`src/core/cscb_regs.vh`:
```
// register offsets, field positions and reset values of the control bank
`ifndef CSCB_REGS_VH
`define CSCB_REGS_VH
`define CSCB_ADDR_W        7
`define CSCB_OFS_CFG       7'h00
`define CSCB_OFS_PWD       7'h01
`define CSCB_OFS_CLK       7'h02
`define CSCB_OFS_IRQEN     7'h03
`define CSCB_OFS_STAT      7'h04
`define CSCB_CFG_WIRE3     7
`define CSCB_CFG_LSBF      6
`define CSCB_CFG_SWRST     5
`define CSCB_PWD_DRV       5
`define CSCB_PWD_RCV       4
`define CSCB_PWD_CLKR      1
`define CSCB_PWD_BIAS      0
`define CSCB_CLK_DIST      3
`define CSCB_CLK_RX        1
`define CSCB_CLK_PH        0
`define CSCB_EN_PH_LOSS    3
`define CSCB_EN_PH_LOCK    2
`define CSCB_EN_RX_LOSS    1
`define CSCB_EN_RX_LOCK    0
`define CSCB_CFG_RST       8'h00
`define CSCB_PWD_RST       8'h00
`define CSCB_CLK_RST       8'h03
`define CSCB_IRQEN_RST     8'h00
`define CSCB_STAT_RST      4'h0
`define CSCB_CFG_MASK      8'hE0
`define CSCB_PWD_MASK      8'h33
`define CSCB_CLK_MASK      8'h0B
`define CSCB_EN_MASK       8'h0F
`define CSCB_BITCNT_W      4
`define CSCB_HDR_BITS      4'h8
`define CSCB_XFER_BITS     4'hF
`define CSCB_BITCNT_ZERO   4'h0
`define CSCB_BITCNT_ONE    4'h1
`define CSCB_ZERO8         8'h00
`endif

```
`src/core/cscb_sync.v`:
```
// three-stage synchroniser with agreement filter for one pin input
`timescale 1ns/1ps
module cscb_sync #(
  parameter RST_VAL = 1'b0
) (
  input  wire clk_sys_i,
  input  wire rst_b_i,
  input  wire pin_i,
  output reg  level_o
);
  reg s1_r;
  reg s2_r;
  reg s3_r;

  // s1 is read only by s2; a change counts once s2 and s3 agree
  always @(posedge clk_sys_i or negedge rst_b_i) begin
    if (!rst_b_i) begin
      s1_r    <= RST_VAL;
      s2_r    <= RST_VAL;
      s3_r    <= RST_VAL;
      level_o <= RST_VAL;
    end else begin
      s1_r <= pin_i;
      s2_r <= s1_r;
      s3_r <= s2_r;
      if (s2_r == s3_r) begin
        level_o <= s3_r;
      end
    end
  end
endmodule

```
`src/core/cscb_bank.v`:
```
// control register bank with serial configuration port
`timescale 1ns/1ps
`include "cscb_regs.vh"
// How it works
// config bit 7 picks four-wire (0) or three-wire shared data (1).
// config bit 6 picks msb first (0) or lsb first (1).
// software reset bit high resets all registers except config register.
// software reset bit low releases reset, other registers accept writes.
// register 1 bits 5,4,1,0 power down circuits; reset 0, 1 disables.
// register 2 bit 3 disables clock distribution when 1, reset 0.
// register 2 bits 1 and 0 gate receive and phase controller clocks.
// controller clock gates reset to 1; 1 runs, 0 stops the clock.
// register 3 holds four write-only status update enables, reset 0.
// writing 0 to an enable blocks updates and clears its status bit.
// status bits report per controller currently locked and lost lock.
// host should soft reset before changing registers from defaults.
// internal reset is power-on reset or reset pin or software reset.
// host writes 0 to undefined bits and skips undefined addresses.
// host clears then re-sets an enable after servicing an interrupt.
// a write takes effect only when the last data bit arrives.
module cscb_bank (
  input  wire       clk_sys_i,
  input  wire       rst_b_i,
  input  wire       reset_pin_i,
  input  wire       sclk_i,
  input  wire       cs_b_i,
  input  wire       sdio_i,
  output reg        sdio_o,
  output reg        sdio_oe_o,
  output reg        sdo_o,
  output reg        sdo_oe_o,
  input  wire       phase_locked_i,
  input  wire       rx_locked_i,
  output reg        wire3_mode_o,
  output reg        lsb_first_o,
  output reg        diff_driver_powerdown_o,
  output reg        diff_receiver_powerdown_o,
  output reg        clock_receiver_powerdown_o,
  output reg        converter_bias_powerdown_o,
  output reg        clock_distribution_powerdown_o,
  output reg        rx_controller_clock_on_o,
  output reg        phase_controller_clock_on_o,
  output reg  [3:0] status_o
);
  localparam ST_IDLE = 3'b001;
  localparam ST_HDR  = 3'b010;
  localparam ST_DATA = 3'b100;

  wire       sclk_s;
  wire       cs_b_s;
  wire       sdio_s;
  wire       rstpin_s;
  reg        sclk_d_r;
  reg  [2:0] state_r;
  reg  [2:0] state_nxt;
  reg  [`CSCB_BITCNT_W-1:0] cnt_r;
  reg  [7:0] shift_r;
  reg        rd_r;
  reg  [`CSCB_ADDR_W-1:0] addr_r;
  reg  [7:0] tx_r;
  reg  [7:0] cfg_r;
  reg  [7:0] pwd_r;
  reg  [7:0] clk_r;
  reg  [7:0] en_r;
  reg  [3:0] stat_r;
  reg        por_done_r;
  wire       rise;
  wire       fall;
  wire [7:0] rx_byte;
  wire       int_rst;

  cscb_sync #(.RST_VAL(1'b0)) u_sclk (.clk_sys_i(clk_sys_i),
    .rst_b_i(rst_b_i), .pin_i(sclk_i), .level_o(sclk_s));
  cscb_sync #(.RST_VAL(1'b1)) u_cs (.clk_sys_i(clk_sys_i),
    .rst_b_i(rst_b_i), .pin_i(cs_b_i), .level_o(cs_b_s));
  cscb_sync #(.RST_VAL(1'b0)) u_sdio (.clk_sys_i(clk_sys_i),
    .rst_b_i(rst_b_i), .pin_i(sdio_i), .level_o(sdio_s));
  cscb_sync #(.RST_VAL(1'b0)) u_rpin (.clk_sys_i(clk_sys_i),
    .rst_b_i(rst_b_i), .pin_i(reset_pin_i), .level_o(rstpin_s));

  // bit order reverses both header and data bytes
  function [7:0] cscb_order;
    input [7:0] v;
    input       lsbf;
    integer i;
    begin
      cscb_order = v;
      if (lsbf) begin
        for (i = 0; i < 8; i = i + 1) begin
          cscb_order[i] = v[7-i];
        end
      end
    end
  endfunction

  assign rise    = sclk_s & ~sclk_d_r;
  assign fall    = ~sclk_s & sclk_d_r;
  assign rx_byte = cscb_order({shift_r[6:0], sdio_s}, cfg_r[`CSCB_CFG_LSBF]);
  // por pulse for one cycle after release, plus pin and soft reset
  assign int_rst = ~por_done_r | rstpin_s
                 | cfg_r[`CSCB_CFG_SWRST];              // see R13

  ////////////////////////////////////////////////////////////////////////
  // serial framing state
  always @* begin
    state_nxt = state_r;
    case (state_r)
      ST_IDLE: if (!cs_b_s) state_nxt = ST_HDR;
      ST_HDR:  if (rise && cnt_r == `CSCB_HDR_BITS - `CSCB_BITCNT_ONE)
                 state_nxt = ST_DATA;
      ST_DATA: if (rise && cnt_r == `CSCB_XFER_BITS) state_nxt = ST_HDR;
      default: state_nxt = ST_IDLE;
    endcase
  end

  // deselect mid-byte aborts; on a byte boundary it only stalls
  always @(posedge clk_sys_i or negedge rst_b_i) begin
    if (!rst_b_i) begin
      state_r  <= ST_IDLE;
      cnt_r    <= `CSCB_BITCNT_ZERO;
      shift_r  <= `CSCB_ZERO8;
      rd_r     <= 1'b0;
      addr_r   <= {`CSCB_ADDR_W{1'b0}};
      sclk_d_r <= 1'b0;
      por_done_r <= 1'b0;
    end else begin
      sclk_d_r   <= sclk_s;
      por_done_r <= 1'b1;
      if (cs_b_s && cnt_r[2:0] != 3'h0) begin
        state_r <= ST_IDLE;
        cnt_r   <= `CSCB_BITCNT_ZERO;
      end else if (!cs_b_s) begin
        state_r <= state_nxt;
        if (rise) begin
          shift_r <= {shift_r[6:0], sdio_s};
          cnt_r   <= cnt_r + `CSCB_BITCNT_ONE;
          if (state_r == ST_HDR &&
              cnt_r == `CSCB_HDR_BITS - `CSCB_BITCNT_ONE) begin
            rd_r   <= rx_byte[7];
            addr_r <= rx_byte[6:0];
          end
          if (cnt_r == `CSCB_XFER_BITS) begin
            cnt_r <= `CSCB_BITCNT_ZERO;
          end
        end
      end
    end
  end

  ////////////////////////////////////////////////////////////////////////
  // registers; write lands on the last data bit edge
  always @(posedge clk_sys_i or negedge rst_b_i) begin
    if (!rst_b_i) begin
      cfg_r  <= `CSCB_CFG_RST;
      pwd_r  <= `CSCB_PWD_RST;
      clk_r  <= `CSCB_CLK_RST;
      en_r   <= `CSCB_IRQEN_RST;
      stat_r <= `CSCB_STAT_RST;
    end else begin
      if (!cs_b_s && rise && state_r == ST_DATA &&
          cnt_r == `CSCB_XFER_BITS && !rd_r) begin
        case (addr_r)
          `CSCB_OFS_CFG: cfg_r <= rx_byte & `CSCB_CFG_MASK; // see R01
          `CSCB_OFS_PWD: pwd_r <= rx_byte & `CSCB_PWD_MASK; // see R05
          `CSCB_OFS_CLK: clk_r <= rx_byte & `CSCB_CLK_MASK; // see R06
          `CSCB_OFS_IRQEN: en_r  <= rx_byte & `CSCB_EN_MASK;
          default: ;
        endcase
      end
      // status follows controllers only while enabled; disable clears
      stat_r[`CSCB_EN_PH_LOSS] <= en_r[`CSCB_EN_PH_LOSS] & ~phase_locked_i;
      stat_r[`CSCB_EN_PH_LOCK] <= en_r[`CSCB_EN_PH_LOCK] & phase_locked_i;
      stat_r[`CSCB_EN_RX_LOSS] <= en_r[`CSCB_EN_RX_LOSS] & ~rx_locked_i;
      stat_r[`CSCB_EN_RX_LOCK] <= en_r[`CSCB_EN_RX_LOCK]
                                & rx_locked_i;           // see R10
      // soft reset wins over a write and spares the config register
      if (int_rst) begin                                 // see R03
        pwd_r  <= `CSCB_PWD_RST;
        clk_r  <= `CSCB_CLK_RST;
        en_r   <= `CSCB_IRQEN_RST;
        stat_r <= `CSCB_STAT_RST;
        if (!por_done_r || rstpin_s) cfg_r <= `CSCB_CFG_RST;
      end
    end
  end

  ////////////////////////////////////////////////////////////////////////
  // read data: loaded after header, shifted on falling edges
  always @(posedge clk_sys_i or negedge rst_b_i) begin
    if (!rst_b_i) begin
      tx_r      <= `CSCB_ZERO8;
      sdio_o    <= 1'b0;
      sdio_oe_o <= 1'b0;
      sdo_o     <= 1'b0;
      sdo_oe_o  <= 1'b0;
    end else begin
      if (!cs_b_s && rise && state_r == ST_HDR &&
          cnt_r == `CSCB_HDR_BITS - `CSCB_BITCNT_ONE) begin
        // enable register is write-only and reads as zero
        case (rx_byte[6:0])
          `CSCB_OFS_CFG:  tx_r <= cscb_order(cfg_r, cfg_r[`CSCB_CFG_LSBF]);
          `CSCB_OFS_PWD:  tx_r <= cscb_order(pwd_r, cfg_r[`CSCB_CFG_LSBF]);
          `CSCB_OFS_CLK:  tx_r <= cscb_order(clk_r, cfg_r[`CSCB_CFG_LSBF]);
          `CSCB_OFS_STAT: tx_r <= cscb_order({4'h0, stat_r},
                                             cfg_r[`CSCB_CFG_LSBF]);
          default:        tx_r <= `CSCB_ZERO8;
        endcase
      end else if (fall && state_r == ST_DATA) begin
        sdio_o <= tx_r[7];
        sdo_o  <= tx_r[7];
        tx_r   <= {tx_r[6:0], 1'b0};
      end
      sdio_oe_o <= !cs_b_s && state_r == ST_DATA && rd_r &&
                   cfg_r[`CSCB_CFG_WIRE3];
      sdo_oe_o  <= !cs_b_s && state_r == ST_DATA && rd_r &&
                   !cfg_r[`CSCB_CFG_WIRE3];
    end
  end

  // outward control levels, each from a flip-flop
  always @(posedge clk_sys_i or negedge rst_b_i) begin
    if (!rst_b_i) begin
      wire3_mode_o                   <= 1'b0;
      lsb_first_o                    <= 1'b0;
      diff_driver_powerdown_o        <= 1'b0;
      diff_receiver_powerdown_o      <= 1'b0;
      clock_receiver_powerdown_o     <= 1'b0;
      converter_bias_powerdown_o     <= 1'b0;
      clock_distribution_powerdown_o <= 1'b0;
      rx_controller_clock_on_o       <= 1'b1;
      phase_controller_clock_on_o    <= 1'b1;
      status_o                       <= `CSCB_STAT_RST;
    end else begin
      wire3_mode_o                   <= cfg_r[`CSCB_CFG_WIRE3];
      lsb_first_o                    <= cfg_r[`CSCB_CFG_LSBF];
      diff_driver_powerdown_o        <= pwd_r[`CSCB_PWD_DRV];
      diff_receiver_powerdown_o      <= pwd_r[`CSCB_PWD_RCV];
      clock_receiver_powerdown_o     <= pwd_r[`CSCB_PWD_CLKR];
      converter_bias_powerdown_o     <= pwd_r[`CSCB_PWD_BIAS];
      clock_distribution_powerdown_o <= clk_r[`CSCB_CLK_DIST];
      rx_controller_clock_on_o       <= clk_r[`CSCB_CLK_RX];
      phase_controller_clock_on_o    <= clk_r[`CSCB_CLK_PH];
      status_o                       <= stat_r;
    end
  end
endmodule

```
`config.mk`:
```
export PLATFORM = sky130hd
export DESIGN_NAME = cscb_bank
export DESIGN_NICKNAME = d
export VERILOG_FILES = /design/src/core/cscb_sync.v /design/src/core/cscb_bank.v
export VERILOG_INCLUDE_DIRS = /design/src /design/src/core
export SDC_FILE = /design/constraint.sdc
export NUM_CORES = 1
export LEC_CHECK = 0
export ABC_AREA = 1
export BUFFER_PORTS_ARGS = -buffer_cell sky130_fd_sc_hd__buf_2
export CORE_ASPECT_RATIO = 0.75
export CORE_MARGIN = 4
export CORE_UTILIZATION = 65
export DETAILED_ROUTE_END_ITERATION = 12
export PLACE_DENSITY = 0.85
export SLEW_MARGIN = 20
export SYNTH_ARGS = -nofsm -noshare
export SYNTH_HDL_FRONTEND = slang
export SYNTH_HIERARCHICAL = 1
export SYNTH_SLANG_ARGS = --single-unit
```
`constraint.sdc`:
```
create_clock -name clk_sys_i -period 4.1 [get_ports clk_sys_i]
set_input_delay 0.205 -clock clk_sys_i [delete_from_list [all_inputs] [get_ports clk_sys_i]]
set_output_delay 0.205 -clock clk_sys_i [all_outputs]
set_load 0.05 [all_outputs]
```
# After elaboration in Yosys (flattened, before gate mapping)
# Cells that the tools add are included.
[word_totals]
register_bits = 96
word_cells = 145
[classes]
addsub = 1
eq_ne = 18
n_mux = 31
bitwise_logic = 16
reduce_logical = 37
[ops]
columns = ["operator", "count"]
rows = [
  ["8-bit two-way mux", 17],
  ["4-bit two-way mux", 8],
  ["8-bit case mux with 4 select lines", 1],
  ["7-bit by 2-bit equality test with 1-bit output, second input constant", 3],
  ["1-bit logical AND", 15],
  ["7-bit by 1-bit equality test with 1-bit output, second input constant", 2],
  ["7-bit logical NOT", 2],
  ["3-bit two-way mux", 4],
  ["2-bit nonzero test", 6],
  ["2-bit AND reduction", 5],
  ["3-bit case mux with 3 select lines", 1],
  ["1-bit inverter", 8],
  ["7-bit by 3-bit equality test with 1-bit output, second input constant", 1],
  ["1-bit AND", 6],
  ["3-bit inequality test, second input constant", 2],
  ["3-bit AND reduction", 2],
  ["4-bit by 1-bit adder with 4-bit output, second input constant", 1],
  ["1-bit equality test", 4],
  ["4-bit by 3-bit equality test with 1-bit output, second input constant", 1],
  ["4-bit equality test, second input constant", 1],
  ["1-bit logical NOT", 4],
  ["4-bit AND reduction", 1],
  ["3-bit by 1-bit equality test with 1-bit output, second input constant", 1],
  ["3-bit by 2-bit equality test with 1-bit output, second input constant", 1],
  ["other kinds (5)", 6],
]

# Logic depth before layout (Yosys ltp)
[logic_depth]
word_depth = 9
ltp_mapped = 13
mapped_depth_nobuf = 13

# Cells and area by module
# The synthesis kept the hierarchy.
[by_module_without_submodules]
columns = ["module", "n_inst", "cells_per_inst", "area_per_inst_um2", "seq_area_each_um2"]
rows = [
  ["cscb_bank", 1, 424, 3504.6, 1783.0],
  ["cscb_sync at u_rpin ...", 3, 8, 116.4, 100.1],
  ["cscb_sync at u_cs", 1, 8, 121.4, 105.1],
]

# Least setup slack after synthesis
# OpenSTA, ideal clock, no wires.
[synth_path]
path_type = "reg2reg"
from = "reg u_cs.level_o"
to = "reg tx_r[2]"
t_arrival_ns = 1.378
slack_ns = 2.605
path_stages_with_launch = 11
n_path_buf = 1
period_less_slack_ns = 1.495
cell_sequence = "dfstp_2 > inv_1 > nand2_1 > nor2_1 > nand2_1 > buf_2 > clkinv_2 > nand2_1 > nand2_1 > nand2_1 > nand2_1"
[synth_between]
elab_chain_cells = 5
word_cells_on_any_way = 6
cone_classes = "mux (1); reduce/logical (5)"
[synth_lines]
columns = ["item", "line_no", "rtl"]
rows = [
  ["start, declared", "cscb_sync.v:9", "output reg level_o"],
  ["start signal, assigned", "cscb_sync.v:27", "level_o <= s3_r;"],
  ["1-bit logical NOT *", "cscb_bank.v:197", "if (!cs_b_s && rise && state_r == ST_HDR &&"],
  ["1-bit logical AND * (2 in series)", "cscb_bank.v:197", ""],
  ["1-bit logical AND (no line) *", "-", ""],
  ["8-bit two-way mux or 2-bit nonzero test (tied branches)", "-", ""],
  ["end signal, assigned", "cscb_bank.v:201", "`CSCB_OFS_CFG: tx_r <= cscb_order(cfg_r, cfg_r[`CSCB_CFG_LSBF]);"],
  ["end signal, assigned", "cscb_bank.v:202", "`CSCB_OFS_PWD: tx_r <= cscb_order(pwd_r, cfg_r[`CSCB_CFG_LSBF]);"],
  ["end signal, assigned", "cscb_bank.v:203", "`CSCB_OFS_CLK: tx_r <= cscb_order(clk_r, cfg_r[`CSCB_CFG_LSBF]);"],
  ["end, declared", "cscb_bank.v:60", "reg [7:0] tx_r;"],
]
# Every way passes the cells marked *; elsewhere a longest branch is shown, timed or not.
# A chain may end at the register's enable or synchronous reset.

# Worst setup path in the final report
[layout_path]
from = "reg u_sclk.level_o"
to = "reg tx_r[3]"
[layout_between]
elab_chain_cells = 5
word_cells_on_any_way = 9
cone_classes = "mux (1); bitwise (3); reduce/logical (5)"
[layout_lines]
columns = ["item", "line_no", "rtl"]
rows = [
  ["start, declared", "cscb_sync.v:9", ""],
  ["start signal, assigned", "cscb_sync.v:27", ""],
  ["1-bit AND", "cscb_bank.v:96", "assign rise = sclk_s & ~sclk_d_r;"],
  ["1-bit logical AND (2 in series)", "cscb_bank.v:197", ""],
  ["1-bit logical AND (no line)", "-", ""],
  ["8-bit two-way mux or 2-bit nonzero test (tied branches)", "-", ""],
]
# Parallel ways exist; a longest one is shown, timed or not.

==> flow_summary_export.csv <==
group,metric,value,unit
clock_network,clock_transition_at_path_regs,0.09,ns
routing,remaining_drcs,0,
routing,ant_nets,0,
sta,worst_clock_skew,0.00859,ns
sta,final.min_clock_period,2.48,ns
run,maxCapViolations,0,
layout,num_antenna_cells,0,
routing,routed-via-count,3116,
routing,route.detailed.wl_per_inst,14.2,um
synthesis,synth_top_flop_cell,"dfrtp_1",
global_route,grt_pass1_vias,2890,
sta,rsz_0062_raised_after_global_routing,"false",
clock_network,clkSinkCount,87,
setup_path,critical_path.reg2reg.endpoint,"tx_r[3]$_DFFE_PN0P_",
global_route,grt_util_all_layers,23.5,%
sta,report.final.slew_viol_count,0,
layout,post_route_cells_drive_above_1_share,16.3,%
clock_network,ctsRootBufferMaster,"clkbuf_8",
synthesis,ys_async_sr_fraction,100,%
place,place_worst_setup_slack,1.67,ns
min_path,timing.hold.worst_endpoint,"u_rpin/s2_r$_DFF_PN0_",
clock_network,cts_max_level,3,
setup_path,ws_path_type,"reg2reg",
global_route,wire_length_of_the_first_global_routing_pass,13500,um
synthesis,post_synth_instance_area,3980,um^2
synthesis,yosysWarningCount,6,
setup_path,r2r_setup_slk,1.62,ns
layout,areaGrowthSynthToFinish,10.7,%
pwr,power_density,492,nW/um^2
synthesis,synth_nets,466,
layout,storage_cell_area,2190,um^2
global_route,grt_start_max_net_pins,88,
min_path,hold-path-cell-count,0,
synthesis,synth_seq_area_share,55.1,%
floorplan,core_area,5890,um^2
clock_network,clk_lat_worst_skew,0.37,ns
setup_path,crit_path_max_fo,21,
layout,multiInputGateArea,1470,um^2
layout,layout.filler_cells,422,
clock_network,tritoncts,"done",
pwr,post-layout-total-power,2.16,mW
synthesis,share_of_the_synthesized_area_in_the_top_cell_type,49.1,%
floorplan,design.portCount,25,
min_path,timing.hold.worst.class,"reg2reg",
sta,maximum_clock_frequency,404,MHz
sta,fin_crit_sh,60.4,%
layout,fin_nets,497,
pwr,p_leak,2.23,nW
setup_path,crit_arrival,2.71,ns
clock_network,cts_setup_buffers,0,
synthesis,synth_top_cell_by_area,"dfrtp_1",
global_route,number_of_antenna_violations_at_the_first_check_in_global_routing,0,
setup_path,cp-end-kind,"register",
floorplan,floorplan.die.width,98.3,um
clock_network,numCtsBuffers,9,
floorplan,number_of_cell_rows,24,
routing,drt_iter0_markers,353,
routing,pre_repair_dr_iteration_count,6,
routing,post_drt_via_cell_ratio,5.47,
synthesis,synth_top_cells_by_area,"dfrtp_1 49%, nand2_1 12%, dfstp_2 5.9%",
floorplan,initial_utilization,67.5,%
sta,setup-tns-final,0,ns
synthesis,ys_ff_latch,87,
setup_path,rr_worst_depth,10,
setup_path,r2r-start,"u_sclk/level_o$_DFFE_PN0N_",
floorplan,die_height,75.7,um
sta,slew-limit-headroom,48.9,%
routing,finalWirelength,8080,um
synthesis,synth-edff-count,0,
sta,max_slew.worst_pin.slew,0.766,ns
sta,finalHoldViolations,0,
pwr,vdd_ir_drop_max,298,uV
floorplan,die_area,7440,um^2
synthesis,syn-mean-instance-area,8.72,um^2
synthesis,synthCells,456,
synthesis,synth.distinct_cells,40,
setup_path,cp-start-kind,"register",
run_status,status,"finished, final reports clean",
setup_path,timing.critical_path.required,4.34,ns
sta,setup_viol,0,
place,routability_congestion_estimate_from_global_placement,1.01,
place,dpl.hpwl,5670,um
clock_network,clock_tree.buffer_depth,2,
place,port_buffers,24,
global_route,globalRouteOverflowTotal,0,
min_path,timing.hold.worst.start,"u_rpin/s1_r$_DFF_PN0_",
sta,setup_slack_of_the_critical_path_after_layout,1.62,ns
==> cell usage in the layout (no fill, tap or decap), drive strengths merged, types with 7 or more instances in the layout <==
cell type	instances
nand4	11
buf	25
clkbuf	9
a21oi	14
dlygate4sd3	7
o21ai	42
nand2	139
dfstp	9
nand3	19
nor2	46
nor3	8
inv	56
dfrtp	78
==> cell families (layout without fill, tap and decap cells) <==
kind of cell / count (synthesis) / after routing / share of synthesized area [%]
compound gates: 66 / 66 / 8.97
xor+xnor: 1 / 1 / 0.220
simple gates: 231 / 231 / 27.1
other cells: 1 / 1 / 0.0943
flops: 87 / 87 / 55.1
buf+inv: 68 / 104 / 7.96
fa+ha+maj: 2 / 2 / 0.629
==> critical path, cell delays in order (launching register included) <==
cell	delay, ns
dfrtp_1	0.39
inv_1	0.08
nor2_2	0.14
nand2_1	0.34
nor2_1	0.19
nand2_1	0.43
nand2_1	0.34
inv_1	0.12
nand2_1	0.06
o21ai_0	0.09
o21bai_1	0.17
==> power breakdown <==
part           total (mW)  switching, mW  internal [mW]
sequential           1.00         0.0587          0.944
combinational       0.508          0.367          0.141
clock               0.652          0.308          0.343
==> sequential cells by signal, summed over array words and instances, names as in the netlist, 4 cells and up <==
signal    cells
addr_r        7
stat_r        4
shift_r       7
status_o      4
cfg_r         8
tx_r          8
cnt_r         4
en_r          4
pwd_r         4
==> through the flow <==
stage / util [%] / hold WS [ns] / cell area [um^2] / std cells
6_report: 74.7 / 0.353 / 4400 / 570
5_1_grt: 74.7 / 0.366 / 4400 / 570
4_1_cts: 74.5 / 0.0548 / 4390 / 569
3_5_place_dp: 69.7 / 0.315 / 4110 / 547
3_3_place_gp: 69.7 / 0.311 / 4110 / 547
2_1_floorplan: - / -0.0906 / 3980 / 456
==> cell usage after synthesis, types with 2 or more instances <==
cell      instances
o21ai_1           2
dfstp_2           9
ha_1              2
o211ai_1          2
nor2_4            4
nand2_1         123
nor2_1           40
and2_1            2
inv_1            52
o21ai_0          40
inv_2             2
nand2_2           9
dfrtp_1          78
clkbuf_1          3
nor3_1            7
a21oi_1          14
nand3b_1          2
nand3_1          19
nand2_4           7
buf_6             3
o21bai_1          2
buf_4             3
o22ai_1           2
nor2_2            2
buf_2             2
nand4_1          11
==> worst max-delay path by stage <==
stage,from,endpoint,slack [ns]
6_report,u_sclk/level_o$_DFFE_PN0N_,tx_r[3]$_DFFE_PN0P_,1.62
3_3_place_gp,u_sclk/level_o$_DFFE_PN0N_,tx_r[3]$_DFFE_PN0P_,1.74
4_1_cts,u_sclk/level_o$_DFFE_PN0N_,tx_r[3]$_DFFE_PN0P_,1.64
2_1_floorplan,u_cs/level_o$_DFFE_PN1N_,tx_r[2]$_DFFE_PN0P_,2.60
5_1_grt,u_sclk/level_o$_DFFE_PN0N_,tx_r[3]$_DFFE_PN0P_,1.28
3_5_place_dp,u_sclk/level_o$_DFFE_PN0N_,tx_r[3]$_DFFE_PN0P_,1.67
==> what timing repair did <==
action	4_1_cts	5_1_grt
hold endpoints to repair	6	78
setup endpoints to repair	0	0
hold buffers	6	1
gates resized for setup	0	0
==> layer usage <==
layer / track usage (%) / vias to the layer above / wire length (um)
met3: 5.95 / 25 / 638
met2: 37.2 / 115 / 3660
met1: 32.6 / 1467 / 3640
li1: - / 1509 / -
met5: 0 / - / 0
met4: 7.58 / 0 / 149
==> cell type report <==
| class | count | area share (%) |
|---|---|---|
| clock inverters | 7 | 2.19 |
| clock buffers | 9 | 2.82 |
| well taps | 78 | 2.22 |
| multi-input cells | 301 | 33.4 |
| flip-flops and latches | 87 | 49.7 |
| repair buffers | 32 | 4.64 |
| inverters | 56 | 4.98 |
(Power assumes the default switching activity.)
